==> src/mirq_consts.svh <==
/*
 * Offsets, field positions, reset values and timing counts for the meter
 * interrupt and waveform-select block.
 * Assumes: included by bare name from the design, checker and testbench files.
 */
`ifndef MIRQ_CONSTS_SVH
`define MIRQ_CONSTS_SVH

// ============================================================
// register addresses (5-bit register address space)
`define MIRQ_ADDR_STATUS 5'h04
`define MIRQ_ADDR_STATUS_RC 5'h05
`define MIRQ_ADDR_MODE 5'h06
`define MIRQ_ADDR_ENABLE 5'h0A

// ============================================================
// status bit positions
`define MIRQ_BIT_HALF_FULL 0
`define MIRQ_BIT_DIP 1
`define MIRQ_BIT_WAVE 3
`define MIRQ_BIT_ZERO_X 4
`define MIRQ_BIT_THERMAL 5
`define MIRQ_BIT_OVERFLOW 7

// ============================================================
// configuration word fields
`define MIRQ_CAL_BIT 7
`define MIRQ_RATE_LO 11
`define MIRQ_RATE_HI 12
`define MIRQ_SRC_LO 13
`define MIRQ_SRC_HI 14
`define MIRQ_TEST_BIT 15

// ============================================================
// reset values
`define MIRQ_RST_STATUS 8'h00
`define MIRQ_RST_ENABLE 8'h00
`define MIRQ_RST_MODE 16'h000C

// ============================================================
// waveform update dividers, master clock cycles
`define MIRQ_DIV_128 11'h080
`define MIRQ_DIV_256 11'h100
`define MIRQ_DIV_512 11'h200
`define MIRQ_DIV_1024 11'h400

`endif

==> src/mirq_pkg.sv <==
/*
 * Types shared by the meter interrupt block.
 * Assumes: mirq_consts.svh is on the include path.
 */
package mirq_pkg;
    typedef enum logic [1:0] {
        MIRQ_RATE_128,
        MIRQ_RATE_256,
        MIRQ_RATE_512,
        MIRQ_RATE_1024
    } mirq_rate_type;

    typedef enum logic [1:0] {
        MIRQ_SRC_POWER,
        MIRQ_SRC_RESERVED,
        MIRQ_SRC_CH1,
        MIRQ_SRC_CH2
    } mirq_src_type;

    // event strobes from the metering datapath, one-cycle pulses unless noted
    typedef struct packed {
        logic energy_msb;     // accumulator msb level
        logic energy_ovf;     // accumulator overflow pulse
        logic dip;            // line dip detected pulse
        logic no_zero_x;      // zero crossings stopped pulse
        logic cal_end;        // calibration integration end pulse
        logic zero_x;         // zero-crossing logic level
        logic thermal_done;   // temperature conversion done pulse
    } mirq_event_type;

    // register access strobes from the serial interface
    typedef struct packed {
        logic rd;             // one-cycle read strobe
        logic wr;             // one-cycle write strobe
        logic [4:0] addr;     // register address
        logic [15:0] wdata;   // write data
    } mirq_reg_req_type;
endpackage

==> src/mirq_core.sv <==
/*
 * Meter interrupt status/enable logic with waveform source and rate select.
 * Assumes: serial interface presents one-cycle rd/wr strobes synchronous to
 * clk_sys_i; event inputs come from same-clock datapath logic; zero-crossing
 * level is also same-clock.
 */
`include "mirq_consts.svh"

module mirq_core #(
    parameter int WAVE_WIDTH = 20                        // waveform sample width
) (
    input wire logic clk_sys_i,                          // master clock
    input wire logic sys_rst_i,                          // async reset, high
    input wire mirq_pkg::mirq_reg_req_type req_i,        // register access
    input wire mirq_pkg::mirq_event_type event_i,        // datapath events
    input wire logic [WAVE_WIDTH-1:0] power_i,           // filtered active power
    input wire logic [WAVE_WIDTH-1:0] ch1_i,             // channel 1 samples
    input wire logic [WAVE_WIDTH-1:0] ch2_i,             // channel 2 samples
    output logic [15:0] rdata_o,                         // read data
    output logic [WAVE_WIDTH-1:0] waveform_o,            // waveform register
    output logic irq_n_o,                                // irq pin level (always 0)
    output logic irq_oe_o,                               // irq pin drive enable
    output logic cal_mode_o,                             // calibration mode
    output logic test_mode_o                             // factory test mode
);
    import mirq_pkg::*;

    // ============================================================
    // state
    logic [7:0] interrupt_status;
    logic [7:0] interrupt_enable;
    logic [15:0] mode;
    logic [15:0] rdata;
    logic [WAVE_WIDTH-1:0] waveform;
    logic irq_oe;
    logic msb_seen;

    // ============================================================
    // next values and decodes
    logic [7:0] next_status;
    logic [7:0] next_enable;
    logic [15:0] next_mode;
    logic [15:0] next_rdata;
    logic [WAVE_WIDTH-1:0] next_waveform;
    logic next_irq_oe;
    logic next_msb_seen;
    logic wave_tick;
    logic [7:0] events;
    logic clear_read;
    logic mode_write;
    logic enable_write;
    mirq_rate_type rate_sel;
    mirq_src_type src_sel;

    // address match, shared by the mode write, enable write and clearing read decodes
    function automatic logic hit(input mirq_reg_req_type r, input logic [4:0] a);
        hit = r.addr == a;
    endfunction

    // read mux; unmapped addresses return zero
    function automatic logic [15:0] read_word(
        input logic [4:0] a,
        input logic [7:0] status,
        input logic [7:0] enable,
        input logic [15:0] mode_word
    );
        read_word = 16'h0000;
        if (a == `MIRQ_ADDR_STATUS || a == `MIRQ_ADDR_STATUS_RC) begin
            read_word = {8'h00, status};
        end else if (a == `MIRQ_ADDR_ENABLE) begin
            read_word = {8'h00, enable};
        end else if (a == `MIRQ_ADDR_MODE) begin
            read_word = mode_word;
        end
    endfunction

    // ============================================================
    // access decodes
    assign mode_write = req_i.wr && hit(req_i, `MIRQ_ADDR_MODE);
    assign enable_write = req_i.wr && hit(req_i, `MIRQ_ADDR_ENABLE);
    assign clear_read = req_i.rd && hit(req_i, `MIRQ_ADDR_STATUS_RC);
    assign rate_sel = mirq_rate_type'(mode[`MIRQ_RATE_HI:`MIRQ_RATE_LO]);
    assign src_sel = mirq_src_type'(mode[`MIRQ_SRC_HI:`MIRQ_SRC_LO]);

    // ============================================================
    // waveform timing
    mirq_wave_timer u_timer (
        .clk_sys_i(clk_sys_i),
        .sys_rst_i(sys_rst_i),
        .rate_i(rate_sel),
        .tick_o(wave_tick)
    );

    // ============================================================
    // event collection into the shared layout; dip, no_zero_x and cal_end share one bit
    always_comb begin
        events = 8'h00;
        events[`MIRQ_BIT_HALF_FULL] = event_i.energy_msb & ~msb_seen;
        events[`MIRQ_BIT_DIP] = event_i.dip | event_i.no_zero_x
            | (mode[`MIRQ_CAL_BIT] & event_i.cal_end);
        events[`MIRQ_BIT_WAVE] = wave_tick;
        events[`MIRQ_BIT_THERMAL] = event_i.thermal_done;
        events[`MIRQ_BIT_OVERFLOW] = event_i.energy_ovf;
        // msb taken as low out of reset, so a high level in the first cycle is an edge
        next_msb_seen = event_i.energy_msb;
    end

    // ============================================================
    // status flags, one slice per bit of the shared layout
    // set wins over a same-cycle clearing read, so no event is lost
    generate
        for (genvar b = 0; b < 8; b++) begin : g_flag
            if (b == `MIRQ_BIT_ZERO_X) begin : g_level
                // level copy: a clearing read cannot hide a live crossing
                assign next_status[b] = event_i.zero_x;
            end else begin : g_sticky
                assign next_status[b] = (interrupt_status[b] & ~clear_read) | events[b];
            end
        end
    endgenerate

    // ============================================================
    // configuration word and enable
    always_comb begin
        next_mode = mode;
        next_enable = interrupt_enable;
        if (mode_write) begin
            next_mode = req_i.wdata;
        end
        if (enable_write) begin
            next_enable = req_i.wdata[7:0];
        end
    end

    always_ff @(posedge clk_sys_i or posedge sys_rst_i) begin
        if (sys_rst_i) begin
            mode <= `MIRQ_RST_MODE;
            interrupt_enable <= `MIRQ_RST_ENABLE;
        end else begin
            mode <= next_mode;
            interrupt_enable <= next_enable;
        end
    end

    // ============================================================
    // read data, held until the next read strobe
    always_comb begin
        next_rdata = rdata;
        if (req_i.rd) begin
            next_rdata = read_word(req_i.addr, interrupt_status, interrupt_enable, mode);
        end
    end

    always_ff @(posedge clk_sys_i or posedge sys_rst_i) begin
        if (sys_rst_i) begin
            rdata <= 16'h0000;
        end else begin
            rdata <= next_rdata;
        end
    end

    // ============================================================
    // waveform register
    always_comb begin
        next_waveform = waveform;
        if (wave_tick) begin
            unique case (src_sel)
                MIRQ_SRC_POWER: next_waveform = power_i;
                MIRQ_SRC_RESERVED: next_waveform = waveform; // reserved: hold
                MIRQ_SRC_CH1: next_waveform = ch1_i;
                MIRQ_SRC_CH2: next_waveform = ch2_i;
            endcase
        end
    end

    always_ff @(posedge clk_sys_i or posedge sys_rst_i) begin
        if (sys_rst_i) begin
            waveform <= '0;
        end else begin
            waveform <= next_waveform;
        end
    end

    // ============================================================
    // status, interrupt pin and msb edge memory
    always_comb begin
        // built from next values so the pin moves on the same edge as the flag
        next_irq_oe = |(next_status & next_enable);
    end

    always_ff @(posedge clk_sys_i or posedge sys_rst_i) begin
        if (sys_rst_i) begin
            interrupt_status <= `MIRQ_RST_STATUS;
            irq_oe <= 1'b0;
            msb_seen <= 1'b0;
        end else begin
            interrupt_status <= next_status;
            irq_oe <= next_irq_oe;
            msb_seen <= next_msb_seen;
        end
    end

    // ============================================================
    // outputs; open drain: level fixed low, only the enable moves
    assign rdata_o = rdata;
    assign waveform_o = waveform;
    assign irq_n_o = 1'b0;
    assign irq_oe_o = irq_oe;
    assign cal_mode_o = mode[`MIRQ_CAL_BIT];
    assign test_mode_o = mode[`MIRQ_TEST_BIT];
endmodule

==> src/mirq_wave_timer.sv <==
/*
 * Waveform update timer: one-cycle tick every 128/256/512/1024 clocks.
 * Assumes: runs on the master clock; rate may change at any time.
 */
`include "mirq_consts.svh"

module mirq_wave_timer (
    input wire logic clk_sys_i,                 // master clock
    input wire logic sys_rst_i,                 // async reset, high
    input wire mirq_pkg::mirq_rate_type rate_i, // sample rate select
    output logic tick_o                         // waveform update pulse
);
    import mirq_pkg::*;

    logic [10:0] count;
    logic [10:0] next_count;
    logic tick;
    logic next_tick;
    logic [10:0] period;

    // ============================================================
    // divider
    always_comb begin
        unique case (rate_i)
            MIRQ_RATE_128: period = `MIRQ_DIV_128;
            MIRQ_RATE_256: period = `MIRQ_DIV_256;
            MIRQ_RATE_512: period = `MIRQ_DIV_512;
            MIRQ_RATE_1024: period = `MIRQ_DIV_1024;
        endcase
        // >= so a shrinking rate cannot strand the counter above the period
        if (count + 11'h001 >= period) begin
            next_count = 11'h000;
            next_tick = 1'b1;
        end else begin
            next_count = count + 11'h001;
            next_tick = 1'b0;
        end
    end

    always_ff @(posedge clk_sys_i or posedge sys_rst_i) begin
        if (sys_rst_i) begin
            count <= 11'h000;
            tick <= 1'b0;
        end else begin
            count <= next_count;
            tick <= next_tick;
        end
    end

    assign tick_o = tick;
endmodule

==> config.mk <==
export PLATFORM = sky130hd
export DESIGN_NAME = mirq_core
export DESIGN_NICKNAME = d
export VERILOG_FILES = /design/src/mirq_pkg.sv /design/src/mirq_core.sv /design/src/mirq_wave_timer.sv
export VERILOG_INCLUDE_DIRS = /design/src
export SDC_FILE = /design/constraint.sdc
export NUM_CORES = 1
export LEC_CHECK = 0
export BUFFER_PORTS_ARGS = -buffer_cell sky130_fd_sc_hd__buf_2
export CORE_UTILIZATION = 55
export CTS_CLUSTER_SIZE = 16
export DETAILED_ROUTE_END_ITERATION = 10
export PLACE_DENSITY_LB_ADDON = 0.08
export SETUP_SLACK_MARGIN = 0.4
export SLEW_MARGIN = 20
export SYNTH_ARGS = -nofsm -noshare
export SYNTH_HDL_FRONTEND = slang
export SYNTH_SLANG_ARGS = --single-unit
==> constraint.sdc <==
create_clock -name clk_sys_i -period 3.8 [get_ports clk_sys_i]
set_clock_uncertainty 0.1 [all_clocks]
set_input_delay 0.19 -clock clk_sys_i [delete_from_list [all_inputs] [get_ports clk_sys_i]]
set_output_delay 0.19 -clock clk_sys_i [all_outputs]
set_load 0.01 [all_outputs]
==> flow_summary.toml, run 1 <==
[die]
rows = 30
core_area_sq_um = 6907
start_util_pct = 58.03
fp.dieW_um = 87.36
dieArea_sq_um = 7632
dieHeight_um = 87.36
io_pins = 132

[logic_synthesis]
synth_seq_area_share_pct = 51.26
avgSynthCellArea_sq_um = 11.13
syn_area_sq_um = 4008
ys_top_cells_by_count = "80 x dfrtp_1, 32 x mux2_2, 29 x o21ai_0, 28 x a21oi_1"
ys_top_cells_by_area = "dfrtp_1 50%, mux2_2 9.0%, mux2_4 3.7%"
synth.most_common_cell = "dfrtp_1"
synth-seq-cells = 82
synth_nets = 457
synth_async_sr_flop_share_pct = 100.0
yosysTopAreaCell = "dfrtp_1"
synth_cell_types = 47
synth_cells = 360
ys.warnings.count = 0
yosys_most_used_dff = "dfrtp_1"
synth_top_area_share_pct = 49.95
synth-edff-count = 0

[timing]
tightest_slew_ns = 0.9849
post-route-period-util_pct = 73.60
relSlewSlack_pct = 34.34
slew_violations = 0
fmax_ghz = 0.3576
timing.hold.ws_ns = 0.07923
tns_ns = 0
final-hold-violation-count = 0
setup_violations = 0
rsz0062_at_grt = "false"
final.min_clock_period_ns = 2.797

[worst_setup_path]
required_ns = 3.98
path_class = "reg2reg"
critPathArrivalTime_ns = 2.98
cp-start-kind = "flop"
path_max_fanout = 9
cp-end-kind = "flop"

[global_route]
grt_pass1_wl_um = 14920
grt_usage_pct = 25.79
grt_overflow = 0
first_global_vias = 3148
grt_max_degree = 63
antenna_found_initial = 0

[detailed_routing]
drcViolationCount = 0
drt.antenna.violating_nets = 0
drtIter0Drc = 115
vias = 3304
wire_per_inst_um = 15.71
viasPerCell = 5.498
first_pass_iters = 5
totalWireLength_um = 9444

[cts]
cts_root_buffer = "clkbuf_8"
clock_path_buffers = 2
cts.sinks = 82
post_cts_buffers = 0
cts_resized = 0
htreeDepth = 3
cts_tree = "yes"
clk_pin_slew_ns = 0.08
clock_latency_ns = 0.36
cts_inserted_buffers = 9

[cells_and_area]
layout-drive-gt1-share_pct = 39.60
diodes = 0
nets = 597
area_growth_pct = 27.51
design_area_sq_um = 5110

[power]
vdd_drop_max_uv = 311.1
power_density_nw_per_um2 = 531.9
p_leak_nw = 2.381

[run]
timing.max_cap.violations = 0

[placement]
placed_area_sq_um = 4693
hpwl_um = 6380
numPortBuffers = 130
gp_congestion = 0.8759

[status]
status = "complete, no violations"

[hold_path]
hold_class = "in2reg"
## cells by family (layout without fill, tap and decap cells)
family / count (synthesis) / after routing / synth area share [%]
DFF: 82 / 82 / 51.26
other: 1 / 1 / 0.09357
adders and majority gates: 5 / 5 / 1.561
muxes: 44 / 44 / 13.24
xor gates and xnor gates: 10 / 10 / 2.186
buffers and inverters: 39 / 184 / 3.965
and+or+nand+nor: 80 / 80 / 12.68
AOI/OAI and AO/OA: 99 / 99 / 15.02
## critical path, cell delays in order, from the launching register on
cell	delay (ns)
dfrtp_1	0.40
ha_1	0.24
and3_1	0.28
nand3_1	0.12
xnor2_1	0.20
ha_1	0.27
nor2b_1	0.15
o21ai_0	0.21
nand2b_1	0.12
a221o_1	0.49
nor2_1	0.16
## metal layers
| layer | wire length, um | vias up | global-route usage [%] |
|---|---|---|---|
| met4 | 119 | 0 | 9.687 |
| met5 | 0 | - | 0 |
| li1 | - | 1590 | - |
| met2 | 4530 | 120 | 42.40 |
| met3 | 538 | 13 | 4.645 |
| met1 | 4256 | 1581 | 34.26 |
## power breakdown
group | switching, mW | internal (mW) | total (mW) | leakage (nW)
clock | 0.336 | 0.315 | 0.651 | 0.0988
combinational | 0.415 | 0.398 | 0.813 | 1.27
sequential | 0.183 | 1.07 | 1.25 | 1.01
total | 0.935 | 1.78 | 2.72 | 2.38
## placed cells by master (no fill, tap or decap), types with 8 or more instances in the layout
| cell type | netlist | layout |
|---|---|---|
| buf_2 | 1 | 130 |
| a21oi_1 | 28 | 28 |
| nand3b_1 | 20 | 20 |
| a222oi_1 | 8 | 8 |
| o22ai_1 | 20 | 20 |
| dlygate4sd3_1 | 0 | 21 |
| dfrtp_1 | 80 | 79 |
| nor2_1 | 16 | 16 |
| nand2_1 | 14 | 14 |
| o21ai_0 | 29 | 29 |
| mux2_4 | 10 | 10 |
| inv_1 | 15 | 14 |
| clkbuf_8 | 0 | 9 |
| mux2_2 | 32 | 32 |
## state kept, by name (all words and copies together), names as in the netlist
signal and flops:
waveform_o 20, mode 16, rdata_o 16, u_timer.count 11
interrupt_enable 8, interrupt_status 8, irq_oe_o 1, msb_seen 1
u_timer.tick_o 1
## cell type report
type	instances	area, sq um
inverter	15	57.56
multi-input combinational	239	1794
timing repair buffer	153	875.8
fill	529	1797
sequential	82	2056
tap	96	120.1
clock inverter	7	82.58
clock buffer	9	123.9
## per-stage QoR
stage / power [mW] / setup WS, ns / std cells / util [%]
6_report: 2.718 / 1.003 / 601 / 73.99
5_1_grt: 2.886 / 0.7617 / 601 / 73.99
4_1_cts: 2.733 / 1.019 / 601 / 73.99
3_5_place_dp: 2.064 / 1.018 / 564 / 67.95
3_3_place_gp: 2.027 / 1.254 / 564 / 67.95
2_1_floorplan: 1.770 / 1.251 / 360 / -
## worst paths after layout
kind | slack (ns) | depth (start not counted) | startpoint | endpoint
worst max-delay path | 1.00 | 10 | u_timer.count[0] | u_timer.count[2]
worst min-delay path | 0.08 | 4 | event_i[3] | interrupt_status[1]
worst max register to register | 1.00 | 10 | u_timer.count[0] | u_timer.count[2]
worst min register to register | 0.40 | 1 | u_timer.count[0] | u_timer.count[0]
max in group asynchronous | 2.21 | 4 | sys_rst_i | mode[14]
min in group asynchronous | 0.48 | 3 | sys_rst_i | interrupt_status[6]
## timing repair
item,in CTS,in global routing
setup endpoints to repair,0,0
hold buffers,21,0
hold endpoints to repair,74,0
Note: power is estimated with default switching activity, not from simulation.
==> run 2, diff against run 1 <==
--- a/config.mk
+++ b/config.mk
@@ -7,7 +7,7 @@
 export NUM_CORES = 1
 export LEC_CHECK = 0
 export BUFFER_PORTS_ARGS = -buffer_cell sky130_fd_sc_hd__buf_2
-export CORE_UTILIZATION = 55
+export CORE_UTILIZATION = 51
 export CTS_CLUSTER_SIZE = 16
 export DETAILED_ROUTE_END_ITERATION = 10
 export PLACE_DENSITY_LB_ADDON = 0.08
==> constraint.sdc (replaced) <==
create_clock -name clk_sys_i -period 2.58 [get_ports clk_sys_i]
set_clock_uncertainty 0.1 [all_clocks]
set_input_delay 0.129 -clock clk_sys_i [delete_from_list [all_inputs] [get_ports clk_sys_i]]
set_output_delay 0.129 -clock clk_sys_i [all_outputs]
set_load 0.01 [all_outputs]
==> run 2 against run 1 <==
First-iteration DRC count up 26%; combinational power up 62%; critical path type unchanged; flip-flop and latch count unchanged; utilization down 1.8 points; sequential power up 47%; count of clock-buffer cells in the layout unchanged; global-route usage down 0.87 points; largest cell class unchanged.
==> flow_summary.toml, run 2 (synthesis gave the netlist of run 1 again) <==
[timing]
relSlewSlack_pct = 44.61
slew_violations = 0
rsz0062_at_grt = "true"
fmax_ghz = 0.4235
setup_violations = 0
setup_slack_ns = 0.2189
tightest_slew_ns = 0.8309
post-route-period-util_pct = 91.51
final-hold-violation-count = 0
final.min_clock_period_ns = 2.361

[global_route]
use_met1_pct = 32.38
grt-busiest-layer = "met2"
antenna_found_initial = 0
use_met3_pct = 4.209
use_met2_pct = 41.73
grt_pass1_wl_um = 16150
first_global_vias = 3351
grt_overflow = 0
grt_max_degree = 83
grt_usage_pct = 24.91

[placement]
gp_congestion = 0.8456
dp_slack_ns = -0.03896
dpl.cell_count = 573
placed_area_sq_um = 4765
numPortBuffers = 130
hpwl_um = 6170

[cells_and_area]
finalNonFillerCells = 624
design_area_sq_um = 5350
area_growth_pct = 33.50
diodes = 0
layout_common_cells = "130 x buf_2, 78 x dfrtp_1, 32 x mux2_2, 28 x o21ai_0, 28 x a21oi_1"
largest_reg_flops = 20
multi_input_area_sq_um = 1872
layout-drive-gt1-share_pct = 43.43
nets = 617
fin_util_pct = 72.22
seqCellArea_sq_um = 2057
final.fill_count = 559
layout_commonest_cell = "buf_2"

[cts]
clock_latency_ns = 0.35
cts_root_buffer = "clkbuf_8"
clock_path_buffers = 2
cts.sinks = 82
htreeDepth = 3
cts_tree = "yes"
cts_inserted_buffers = 9
clk_pin_slew_ns = 0.08

[worst_setup_path]
slowest_stage = "a221o_1"
critPathArrivalTime_ns = 2.53
cp_top_family = "simple AND/OR/NAND/NOR gates"
path_cells = "ha_4 -> and3_4 -> nand3_2 -> xnor2_2 -> ha_1 -> nor2b_4 -> o21ai_2 -> nand2b_1 -> a221o_1 -> nor2_1"
ff2ff_path_depth = 10
r2r_setup_slack_ns = 0.22
crit_buf_inv = 0
r2r_start = "u_timer.count[1]"
cp-end-kind = "flop"
cp-start-kind = "flop"
r2r-end = "u_timer.count[2]"
path_class = "reg2reg"
cp_slowest_stage_delay_ns = 0.44
required_ns = 2.75
path_max_fanout = 4
startpoint = "u_timer.count[1]"

[die]
core_area_sq_um = 7408
rows = 31
dieArea_sq_um = 8217
io_pins = 132
dieHeight_um = 90.65
start_util_pct = 54.10
fp.dieW_um = 90.65

[run]
timing.max_cap.violations = 0

[hold_path]
min-delay-start = "ch2_i[10]"
hold_end = "waveform_o[10]"
hold_class = "in2reg"
hold_depth = 4

[detailed_routing]
wire_per_inst_um = 15.67
totalWireLength_um = 9777
viasPerCell = 5.420
drcViolationCount = 0
drtIter0Drc = 145
drt.antenna.violating_nets = 0
vias = 3382
first_pass_iters = 4

[power]
power_density_nw_per_um2 = 763.7
p_leak_nw = 2.495
vdd_drop_max_uv = 404.0

[status]
status = "complete, no violations"
[run 2: cell count changes in the layout (fill, tap and decap cells not counted), moves of 2 or more]
cell           change
inv_6              -2
buf_4             +16
ha_1               -2
clkinv_4           +3
dlygate4sd3_1      +2
[run 2: through the flow]
stage | hold slack (ns) | total power, mW | setup TNS, ns
floorplan | 0.06043 | 2.622 | 0
global placement | 0.1531 | 3.012 | 0
detailed placement | 0.1530 | 3.042 | -0.1388
CTS | 0.06643 | 4.052 | 0
global route | 0.06702 | 4.359 | 0
finish | 0.07748 | 4.086 | 0
[run 2: per-layer routing]
| metal | share of wire (%) | up-vias |
|---|---|---|
| met4 | 1.7 | 0 |
| met3 | 5.4 | 16 |
| met5 | 0 | - |
| li1 | - | 1633 |
| met2 | 49 | 126 |
| met1 | 44 | 1607 |
[run 2: final cells by class]
| class | count | area share, % |
|---|---|---|
| Clock inverter | 7 | 1.450 |
| Inverter | 15 | 1.123 |
| Timing Repair Buffer | 172 | 19.36 |
| Clock buffer | 9 | 2.315 |
| Multi-Input combinational cell | 240 | 34.99 |
| Tap cell | 99 | 2.315 |
| Sequential cell | 82 | 38.45 |
[run 2: worst max path at each step]
stage | end | cells after the start
after floorplan | u_timer.count[9] | 12
after global placement | u_timer.count[8] | 10
final | u_timer.count[2] | 10
after CTS | u_timer.count[9] | 10
after detailed placement | u_timer.count[9] | 10
after global routing | u_timer.count[7] | 9
[run 2: worst reg2reg max path, cell delays in order (launching register included)]
cell      delay [ns]
dfrtp_1         0.40
ha_4            0.15
and3_4          0.19
nand3_2         0.08
xnor2_2         0.15
ha_1            0.32
nor2b_4         0.14
o21ai_2         0.10
nand2b_1        0.11
a221o_1         0.44
nor2_1          0.12
[run 2: power by group]
group	switching, mW	leakage [nW]	total [mW]	internal, mW
registers	0.259	1.01	1.84	1.58
clock network	0.476	0.0998	0.930	0.454
logic	0.652	1.39	1.32	0.667
[run 2: timing repair]
item | 4_1_cts | 5_1_grt
setup endpoints to repair | 12 | 12
buffers inserted | 8 | 3
gates resized for setup | 6 | 6
pin swaps | 6 | 11
hold buffers | 23 | 0
gates cloned | 1 | 0
endpoints found under the hold margin | 110 | 0
